## src/design/xfc_pkg.sv

```systemverilog
// package for the extension feature control register block
package xfc_pkg;
	localparam logic [11:0] XFC_CTRL_LO_OFF   = 12'h000;
	localparam logic [11:0] XFC_CTRL_HI_OFF   = 12'h004;
	localparam logic [11:0] XFC_INT_STAT_OFF  = 12'h008;
	localparam logic [11:0] XFC_INT_MASK_OFF  = 12'h00c;
	localparam logic [11:0] XFC_CORE_STAT_OFF = 12'h010;

	localparam int XFC_VME_BIT    = 0;
	localparam int XFC_PVI_BIT    = 1;
	localparam int XFC_TSD_BIT    = 2;
	localparam int XFC_DBG_BIT    = 3;
	localparam int XFC_PSE_BIT    = 4;
	localparam int XFC_PAE_BIT    = 5;
	localparam int XFC_MCE_BIT    = 6;
	localparam int XFC_PGE_BIT    = 7;
	localparam int XFC_PCE_BIT    = 8;
	localparam int XFC_FSR_BIT    = 9;
	localparam int XFC_SIMD_BIT   = 10;
	localparam int XFC_SEGB_BIT   = 16;
	localparam int XFC_XSAVE_BIT  = 18;
	localparam int XFC_EXEC_BIT   = 20;
	localparam int XFC_ACC_BIT    = 21;

	localparam logic [63:0] XFC_WRITABLE_MASK = 64'h0000_0000_0035_07ff;
	localparam logic [63:0] XFC_CTRL_RESET    = 64'h0000_0000_0000_0000;

	// interrupt status bit positions
	localparam int XFC_EV_RSVD_GP  = 0;
	localparam int XFC_EV_MC_EXC   = 1;
	localparam int XFC_EV_UD_DBG   = 2;
	localparam int XFC_EV_PRIV_VIO = 3;
	localparam int XFC_EV_W        = 4;
	localparam logic [3:0] XFC_EV_RESET = 4'h0;

	typedef struct packed {
		logic [63:0]          ctrl;
		logic [XFC_EV_W-1:0]  int_stat;
		logic [XFC_EV_W-1:0]  int_mask;
		logic [31:0]          prdata;
	} xfc_state_t;

	typedef struct packed {
		logic       psel;
		logic       penable;
		logic       pwrite;
		logic [11:0] paddr;
		logic [31:0] pwdata;
	} xfc_apb_req_t;

	typedef struct packed {
		logic       long_mode;
		logic [1:0] current_privilege_level;
		logic       tsc_read;
		logic       pmc_read;
		logic [2:0] dbg_reg_sel;
		logic       dbg_access;
		logic       dir_page_size;
		logic       leaf_global;
		logic       uncorr_err;
		logic       corr_err;
	} xfc_core_in_t;

	typedef struct packed {
		logic       vif_virtualize;
		logic       redirect_bitmap_en;
		logic       sti_cli_virtual;
		logic       tsc_allowed;
		logic       pmc_allowed;
		logic       io_breakpoint_en;
		logic       dbg_ud;
		logic [2:0] dbg_reg_eff;
		logic       large_page;
		logic       page_2m;
		logic       entry_64bit;
		logic       keep_on_base_write;
		logic       mc_exception;
		logic       mc_record;
		logic       gp_fault;
		logic [21:0] feature_en;
	} xfc_core_out_t;
endpackage

```

## src/design/xfc_ctrl.sv

```systemverilog
// extension feature control register with apb access and feature decode
// Notes on behaviour
// RL1: outside long mode only the low 32 bits are visible, same as low word.
// RL2: bits 21,20,18,16,10,9 hold access, exec, xsave, segbase, simd, fast-save enables.
// RL3: bits 0 to 8 hold vm86, pvi, tsd, debug, pse, pae, mce, pge, pce enables.
// RL4: vm86 extension virtualizes interrupt flag and enables redirection bitmap intercept.
// RL5: pvi enables virtual flags for set/clear interrupt only, no bitmap.
// RL6: timestamp reads allowed at any level unless disable bit set, then level 0.
// RL7: debug extension on enables io breakpoints, debug regs four/five fault.
// RL8: debug extension off disables io breakpoints, aliases four/five to six/seven.
// RL9: page-size extension selects 4K or 4M by directory flag, else 4K.
// RL10: page-size extension ignored while physical-address extension set.
// RL11: physical-address extension gives 64-bit entries, 52-bit addresses, 4K/2M pages.
// RL12: software enables physical-address extension before entering long mode.
// RL13: machine-check enable gates exceptions on uncorrectable errors.
// RL14: errors are recorded whatever the machine-check enable holds.
// RL15: global page enable keeps global translations on table base rewrite.
// RL16: counter reads allowed at any level when enabled, else level 0.
// RL17: software checks feature identification before enabling a bit, except counter read.
// RL18: reserved bits read zero; nonzero write to them raises protection fault.
// RL19: all enables reset to zero.
module xfc_ctrl
	import xfc_pkg::*;
(
	// clock and reset
	input  wire logic                  pclk,
	input  wire logic                  presetn,
	// apb slave
	input  wire logic                  psel,
	input  wire logic                  penable,
	input  wire logic                  pwrite,
	input  wire logic [11:0]           paddr,
	input  wire logic [31:0]           pwdata,
	input  wire logic [3:0]            pstrb,
	output logic      [31:0]           prdata,
	output logic                       pready,
	output logic                       pslverr,
	// core side
	input  wire xfc_pkg::xfc_core_in_t core_in,
	output xfc_pkg::xfc_core_out_t     core_out,
	// interrupt
	output logic                       irq
);
	import xfc_pkg::*;

	xfc_state_t state_reg;
	xfc_state_t state_next;

	logic        acc;
	logic        wr;
	logic        rd;
	logic        hit_lo;
	logic        hit_hi;
	logic        hit_is;
	logic        hit_im;
	logic        hit_cs;
	logic        mapped;
	logic [31:0] strb_mask;
	logic [31:0] wdata_m;
	logic [63:0] ctrl_wr;
	logic [63:0] rsvd_hits;
	logic        rsvd_err;
	logic        hi_blocked;
	logic [XFC_EV_W-1:0] ev;
	logic [63:0] c;

	// zero-wait slave: every access completes in its first access cycle
	assign acc    = psel & penable;
	assign wr     = acc & pwrite;
	assign rd     = acc & ~pwrite;
	assign hit_lo = (paddr == XFC_CTRL_LO_OFF);
	assign hit_hi = (paddr == XFC_CTRL_HI_OFF);
	assign hit_is = (paddr == XFC_INT_STAT_OFF);
	assign hit_im = (paddr == XFC_INT_MASK_OFF);
	assign hit_cs = (paddr == XFC_CORE_STAT_OFF);
	assign mapped = hit_lo | hit_hi | hit_is | hit_im | hit_cs;

	genvar gi;
	generate
		for (gi = 0; gi < 4; gi++) begin : g_strb
			assign strb_mask[gi*8 +: 8] = {8{pstrb[gi]}};
		end
	endgenerate

	assign wdata_m = pwdata & strb_mask;
	assign c       = state_reg.ctrl;

	// merged write image of the full control word
	always_comb begin
		ctrl_wr = c;
		if (hit_lo) begin
			ctrl_wr[31:0] = (c[31:0] & ~strb_mask) | wdata_m;
		end
		if (hit_hi) begin
			ctrl_wr[63:32] = (c[63:32] & ~strb_mask) | wdata_m;
		end
	end

	// high word exists only in long mode
	assign hi_blocked = hit_hi & ~core_in.long_mode; // RL1
	assign rsvd_hits  = ctrl_wr & ~XFC_WRITABLE_MASK; // RL18
	assign rsvd_err   = wr & (hit_lo | hit_hi) & ~hi_blocked & (|rsvd_hits); // RL18

	assign pready  = 1'b1;
	assign pslverr = acc & (~mapped | hi_blocked | rsvd_err);

	// feature decode
	always_comb begin
		core_out = '0;
		core_out.vif_virtualize     = c[XFC_VME_BIT] | c[XFC_PVI_BIT]; // RL4 RL5
		core_out.redirect_bitmap_en = c[XFC_VME_BIT]; // RL4
		core_out.sti_cli_virtual    = c[XFC_PVI_BIT] & ~c[XFC_VME_BIT]; // RL5
		core_out.tsc_allowed        = ~c[XFC_TSD_BIT] | (core_in.current_privilege_level == 2'd0); // RL6
		core_out.pmc_allowed        = c[XFC_PCE_BIT] | (core_in.current_privilege_level == 2'd0); // RL16
		core_out.io_breakpoint_en   = c[XFC_DBG_BIT]; // RL7 RL8
		core_out.dbg_ud             = c[XFC_DBG_BIT] & core_in.dbg_access
			& (core_in.dbg_reg_sel == 3'd4 | core_in.dbg_reg_sel == 3'd5); // RL7
		core_out.dbg_reg_eff        = core_in.dbg_reg_sel;
		if (!c[XFC_DBG_BIT] && (core_in.dbg_reg_sel == 3'd4 || core_in.dbg_reg_sel == 3'd5)) begin
			core_out.dbg_reg_eff = core_in.dbg_reg_sel + 3'd2; // RL8
		end
		core_out.entry_64bit        = c[XFC_PAE_BIT]; // RL11
		core_out.page_2m            = c[XFC_PAE_BIT] & core_in.dir_page_size; // RL11
		core_out.large_page         = c[XFC_PSE_BIT] & ~c[XFC_PAE_BIT] & ~core_in.long_mode
			& core_in.dir_page_size; // RL9 RL10
		core_out.keep_on_base_write = c[XFC_PGE_BIT] & core_in.leaf_global; // RL15
		core_out.mc_exception       = c[XFC_MCE_BIT] & core_in.uncorr_err; // RL13
		core_out.mc_record          = core_in.uncorr_err | core_in.corr_err; // RL14
		core_out.gp_fault           = rsvd_err; // RL18
		core_out.feature_en         = c[21:0];
	end

	// events latched for software
	always_comb begin
		ev = '0;
		ev[XFC_EV_RSVD_GP]  = rsvd_err;
		ev[XFC_EV_MC_EXC]   = core_out.mc_exception;
		ev[XFC_EV_UD_DBG]   = core_out.dbg_ud;
		ev[XFC_EV_PRIV_VIO] = (core_in.tsc_read & ~core_out.tsc_allowed)
			| (core_in.pmc_read & ~core_out.pmc_allowed);
	end

	always_comb begin
		state_next = state_reg;
		if (wr && (hit_lo || hit_hi) && !hi_blocked && !rsvd_err) begin
			state_next.ctrl = ctrl_wr & XFC_WRITABLE_MASK; // RL2 RL3
		end
		if (wr && hit_im) begin
			state_next.int_mask = (state_reg.int_mask & ~strb_mask[XFC_EV_W-1:0])
				| wdata_m[XFC_EV_W-1:0];
		end
		// set wins over a same-cycle clear
		if (wr && hit_is) begin
			state_next.int_stat = state_reg.int_stat & ~wdata_m[XFC_EV_W-1:0];
		end
		state_next.int_stat = state_next.int_stat | ev;
		state_next.prdata = 32'h0000_0000;
		if (psel && !penable && !pwrite) begin
			if (paddr == XFC_CTRL_LO_OFF) begin
				state_next.prdata = c[31:0]; // RL1
			end else if (paddr == XFC_CTRL_HI_OFF && core_in.long_mode) begin
				state_next.prdata = c[63:32]; // RL18
			end else if (paddr == XFC_INT_STAT_OFF) begin
				state_next.prdata = {28'h0000000, state_reg.int_stat};
			end else if (paddr == XFC_INT_MASK_OFF) begin
				state_next.prdata = {28'h0000000, state_reg.int_mask};
			end else if (paddr == XFC_CORE_STAT_OFF) begin
				state_next.prdata = {29'h00000000, core_in.long_mode, core_in.current_privilege_level};
			end
		end
	end

	always_ff @(posedge pclk or negedge presetn) begin
		if (!presetn) begin
			state_reg.ctrl     <= XFC_CTRL_RESET; // RL19
			state_reg.int_stat <= XFC_EV_RESET;
			state_reg.int_mask <= XFC_EV_RESET;
			state_reg.prdata   <= 32'h0000_0000;
		end else begin
			state_reg <= state_next;
		end
	end

	assign prdata = rd ? state_reg.prdata : 32'h0000_0000;
	assign irq    = |(state_reg.int_stat & state_reg.int_mask);
endmodule // xfc_ctrl

```

## config.mk

```make
export PLATFORM = sky130hd
export DESIGN_NAME = xfc_ctrl
export DESIGN_NICKNAME = d
export VERILOG_FILES = /design/src/design/xfc_pkg.sv /design/src/design/xfc_ctrl.sv
export SDC_FILE = /design/constraint.sdc
export NUM_CORES = 1
export LEC_CHECK = 0
export BUFFER_PORTS_ARGS = -buffer_cell sky130_fd_sc_hd__buf_2
export CAP_MARGIN = 0
export CORE_UTILIZATION = 40
export DETAILED_ROUTE_END_ITERATION = 7
export PLACE_DENSITY = 0.78
export SLEW_MARGIN = 20
export SYNTH_ARGS = -nofsm -noshare
export SYNTH_HDL_FRONTEND = slang
export SYNTH_SLANG_ARGS = --single-unit
```

## constraint.sdc

```tcl
create_clock -name pclk -period 2.75 [get_ports pclk]
set_clock_uncertainty 0.05 [all_clocks]
set_input_delay 0.6875 -clock pclk [delete_from_list [all_inputs] [get_ports pclk]]
set_output_delay 0.6875 -clock pclk [all_outputs]
set_load 0.01 [all_outputs]
```

==> reports/metrics.yaml <==
worst-path-buf-inv: 2
synth_most_common_cell: "sky130_fd_sc_hd__buf_4"
drive_above_1_share: 0.494
die-area_sq_um: 6190
finalHoldViolations: 0
worst_setup_hold_path_clk_slew_ps: 80
crit_type: "primary input to primary output"
placement.io_buffers: 112
dr.first_iter.drc_count: 77
post_synth_most_frequent_cells: "45 x sky130_fd_sc_hd__buf_4, 38 x sky130_fd_sc_hd__dfrtp_1, 29 x sky130_fd_sc_hd__and2_1"
initial_antenna_violation_count: 0
place.detailed.instances: 400
crit_chain: "buf_6 > or4_4 > o41ai_4 > nand4_1 > o21ai_2 > a41oi_1 > buf_2"
syn_area_sq_um: 2350
start_kind: "primary input"
overall_power_w: 0.00116
routed_via_density: 4.75
worst-path-max-fanout: 3
row_count: 27
critPathMaxStageDelay_ps: 550
antenna_cells: 0
cts.repair_timing.setup_buffer_count: 0
pwr_dens_nw_per_um2: 393
endpoint_kind: "primary output"
synth_edf_count: 0
status: "finished, violations left"
timing.critical_path.max_delay_family: "simple AND/OR/NAND/NOR gates"
initial_core_util: 0.422
syn_area_per_cell_sq_um: 10.1
total_leakage_power_nw: 1.64
final_net_count: 401
failed_checks: "negative setup slack"
via_count_of_the_first_global_routing_pass: 1882
fin_crit_ps: 2940
irDropWorstVdd_v: 0.000271
cts_tree: "built"
drtAntennaViolNets: 0
final.period_utilization: 1.07
place.gp.congestion: 0.892
drtPass1Iterations: 4
layoutNonFillerInstCount: 408
root_buffer: "sky130_fd_sc_hd__clkbuf_8"
fin_worst_hold_slack_ps: 450
grt_use_total: 0.180
grt_setup_unrepaired: "true"
die_h_microns: 78.7
async_flop_share: 1.00
achievable-frequency_ghz: 0.340
ys.warnings.count: 0
pre_cts_ws_ps: -317
setup_violations: 2
post_drt_wl_per_cell_microns: 13.2
synth.largest_area_cell: "sky130_fd_sc_hd__dfrtp_1"
cts_max_path_buffers: 2
worst_pin_slew_ps: 846
totalWireLength_microns: 5380
clk_latency_ps: 290
route.detailed.drc: 0
synthDominantCellAreaShare: 0.404
die_span_x_microns: 78.7
cells_after_synth: 233
worst_path_max_delay_cell: "sky130_fd_sc_hd__or4_4"
drv.max_cap_violation_count: 0
synth_sequential_area_ratio: 0.404
timing_max_transition_violations_final: 0
critPathRequiredTime_ps: 2010
pin_count_of_the_biggest_net_entering_global_routing: 39
post-dp-hpwl_microns: 4320
final_core_util: 0.530
crit_arrival_ps: 2200
boundaryPins: 140
grt_overflow_total: 0
dominantRegCellSynth: "sky130_fd_sc_hd__dfrtp_1"
synth_cell_types: 42
number_of_h_tree_branching_levels: 2
syn_to_final_growth_pct: 25.6
post_synth_main_area_contributors: "sky130_fd_sc_hd__dfrtp_1 40%, sky130_fd_sc_hd__buf_4 14%, sky130_fd_sc_hd__and2_1 7.7%"
core-area_sq_um: 5570
slew_headroom: 0.436
final_critical_path_setup_slack_ps: -188
yosys_register_bits: 38
grt_pass1_wl_microns: 8550
clock-sinks: 38
hold_path.class: "primary input to asynchronous set/reset pin"
via_count: 1938
cts_buffers: 5
## cell type report
class | count | area (sq um)
Multi-Input combinational cell | 162 | 1140
Inverter | 6 | 22.5
Sequential cell | 38 | 951
Fill cell | 521 | 2620
Clock buffer | 5 | 68.8
Timing Repair Buffer | 122 | 642
Tap cell | 72 | 90.1
Clock inverter | 3 | 40.0
## power by group
part           internal, W  switching (W)  total, W
clock network     0.000267       0.000200  0.000467
registers         0.000559    0.000000541  0.000560
logic            0.0000554      0.0000801  0.000136
## metrics by stage
stage | area, sq um | TNS [ps]
floorplan | 2440 | 0
global placement | 2820 | -326
detailed placement | 2820 | -583
CTS | 2950 | -318
global route | 2960 | -545
finish | 2960 | -331
## cells in the final DEF (no fill, tap or decap), types with 2 or more instances in the layout
| cell | netlist | routed |
|---|---|---|
| sky130_fd_sc_hd__nand3_2 | 2 | 2 |
| sky130_fd_sc_hd__buf_4 | 45 | 10 |
| sky130_fd_sc_hd__nand2_1 | 12 | 12 |
| sky130_fd_sc_hd__clkbuf_8 | 0 | 5 |
| sky130_fd_sc_hd__nor4_4 | 2 | 2 |
| sky130_fd_sc_hd__nor2_1 | 8 | 8 |
| sky130_fd_sc_hd__nor2b_1 | 2 | 2 |
| sky130_fd_sc_hd__o31ai_1 | 2 | 2 |
| sky130_fd_sc_hd__nor4_1 | 5 | 4 |
| sky130_fd_sc_hd__and2_1 | 29 | 29 |
| sky130_fd_sc_hd__nand2b_1 | 2 | 2 |
| sky130_fd_sc_hd__mux2_4 | 8 | 8 |
| sky130_fd_sc_hd__clkinv_2 | 0 | 2 |
| sky130_fd_sc_hd__nor3_1 | 4 | 4 |
| sky130_fd_sc_hd__o21ai_0 | 5 | 3 |
| sky130_fd_sc_hd__o21ai_1 | 1 | 2 |
| sky130_fd_sc_hd__a21o_1 | 4 | 4 |
| sky130_fd_sc_hd__and3_1 | 2 | 2 |
| sky130_fd_sc_hd__inv_1 | 6 | 6 |
| sky130_fd_sc_hd__a21oi_1 | 6 | 6 |
| sky130_fd_sc_hd__or2_2 | 3 | 3 |
| sky130_fd_sc_hd__a22oi_1 | 5 | 5 |
| sky130_fd_sc_hd__dfrtp_1 | 38 | 38 |
| sky130_fd_sc_hd__o22ai_1 | 2 | 2 |
| sky130_fd_sc_hd__nand3_1 | 2 | 2 |
| sky130_fd_sc_hd__or4_1 | 4 | 3 |
| sky130_fd_sc_hd__buf_2 | 0 | 111 |
| sky130_fd_sc_hd__mux2_2 | 12 | 12 |
| sky130_fd_sc_hd__conb_1 | 2 | 25 |
## per-layer routing
metal | GRT usage | share of wire | vias to the layer above
li1 | - | - | 934
met1 | 0.206 | 0.40 | 903
met2 | 0.321 | 0.51 | 91
met3 | 0.0391 | 0.064 | 10
met4 | 0.0759 | 0.025 | 0
met5 | 0 | 0 | -
## path summary, 6_finish.rpt
check / from / end / slack, ps / cells past startpoint
setup / recovery: pwdata[11] / pslverr / -190 / 7
hold / removal: presetn / state_reg[38] / 450 / 1
setup reg to reg: state_reg[39] / state_reg[3] / 1660 / 3
hold reg to reg: flip-flop / state_reg[18] / 450 / 1
max in group asynchronous: presetn / asynchronous set/reset pin / 1670 / 1
min in group pclk: flip-flop / state_reg[18] / 450 / 1
## logic make-up (layout without fill, tap and decap cells)
logic type             count (synthesis)  in the layout  synth area share
AOI/OAI and AO/OA                     32             32            0.0909
and+or+nand+nor                       84             84             0.228
buffers and inverters                 56            136             0.161
muxes                                 21             21             0.113
other                                  2             25           0.00319
DFF                                   38             38             0.404
## timing repair
item | in CTS | in global routing
cloned | 0 | 0
endpoints found under the setup margin | 2 | 2
resized for setup | 5 | 1
pin swaps | 2 | 2
hold endpoints to repair | 0 | 0
hold buffers | 0 | 0
Note: power is estimated with default switching activity, not from simulation.
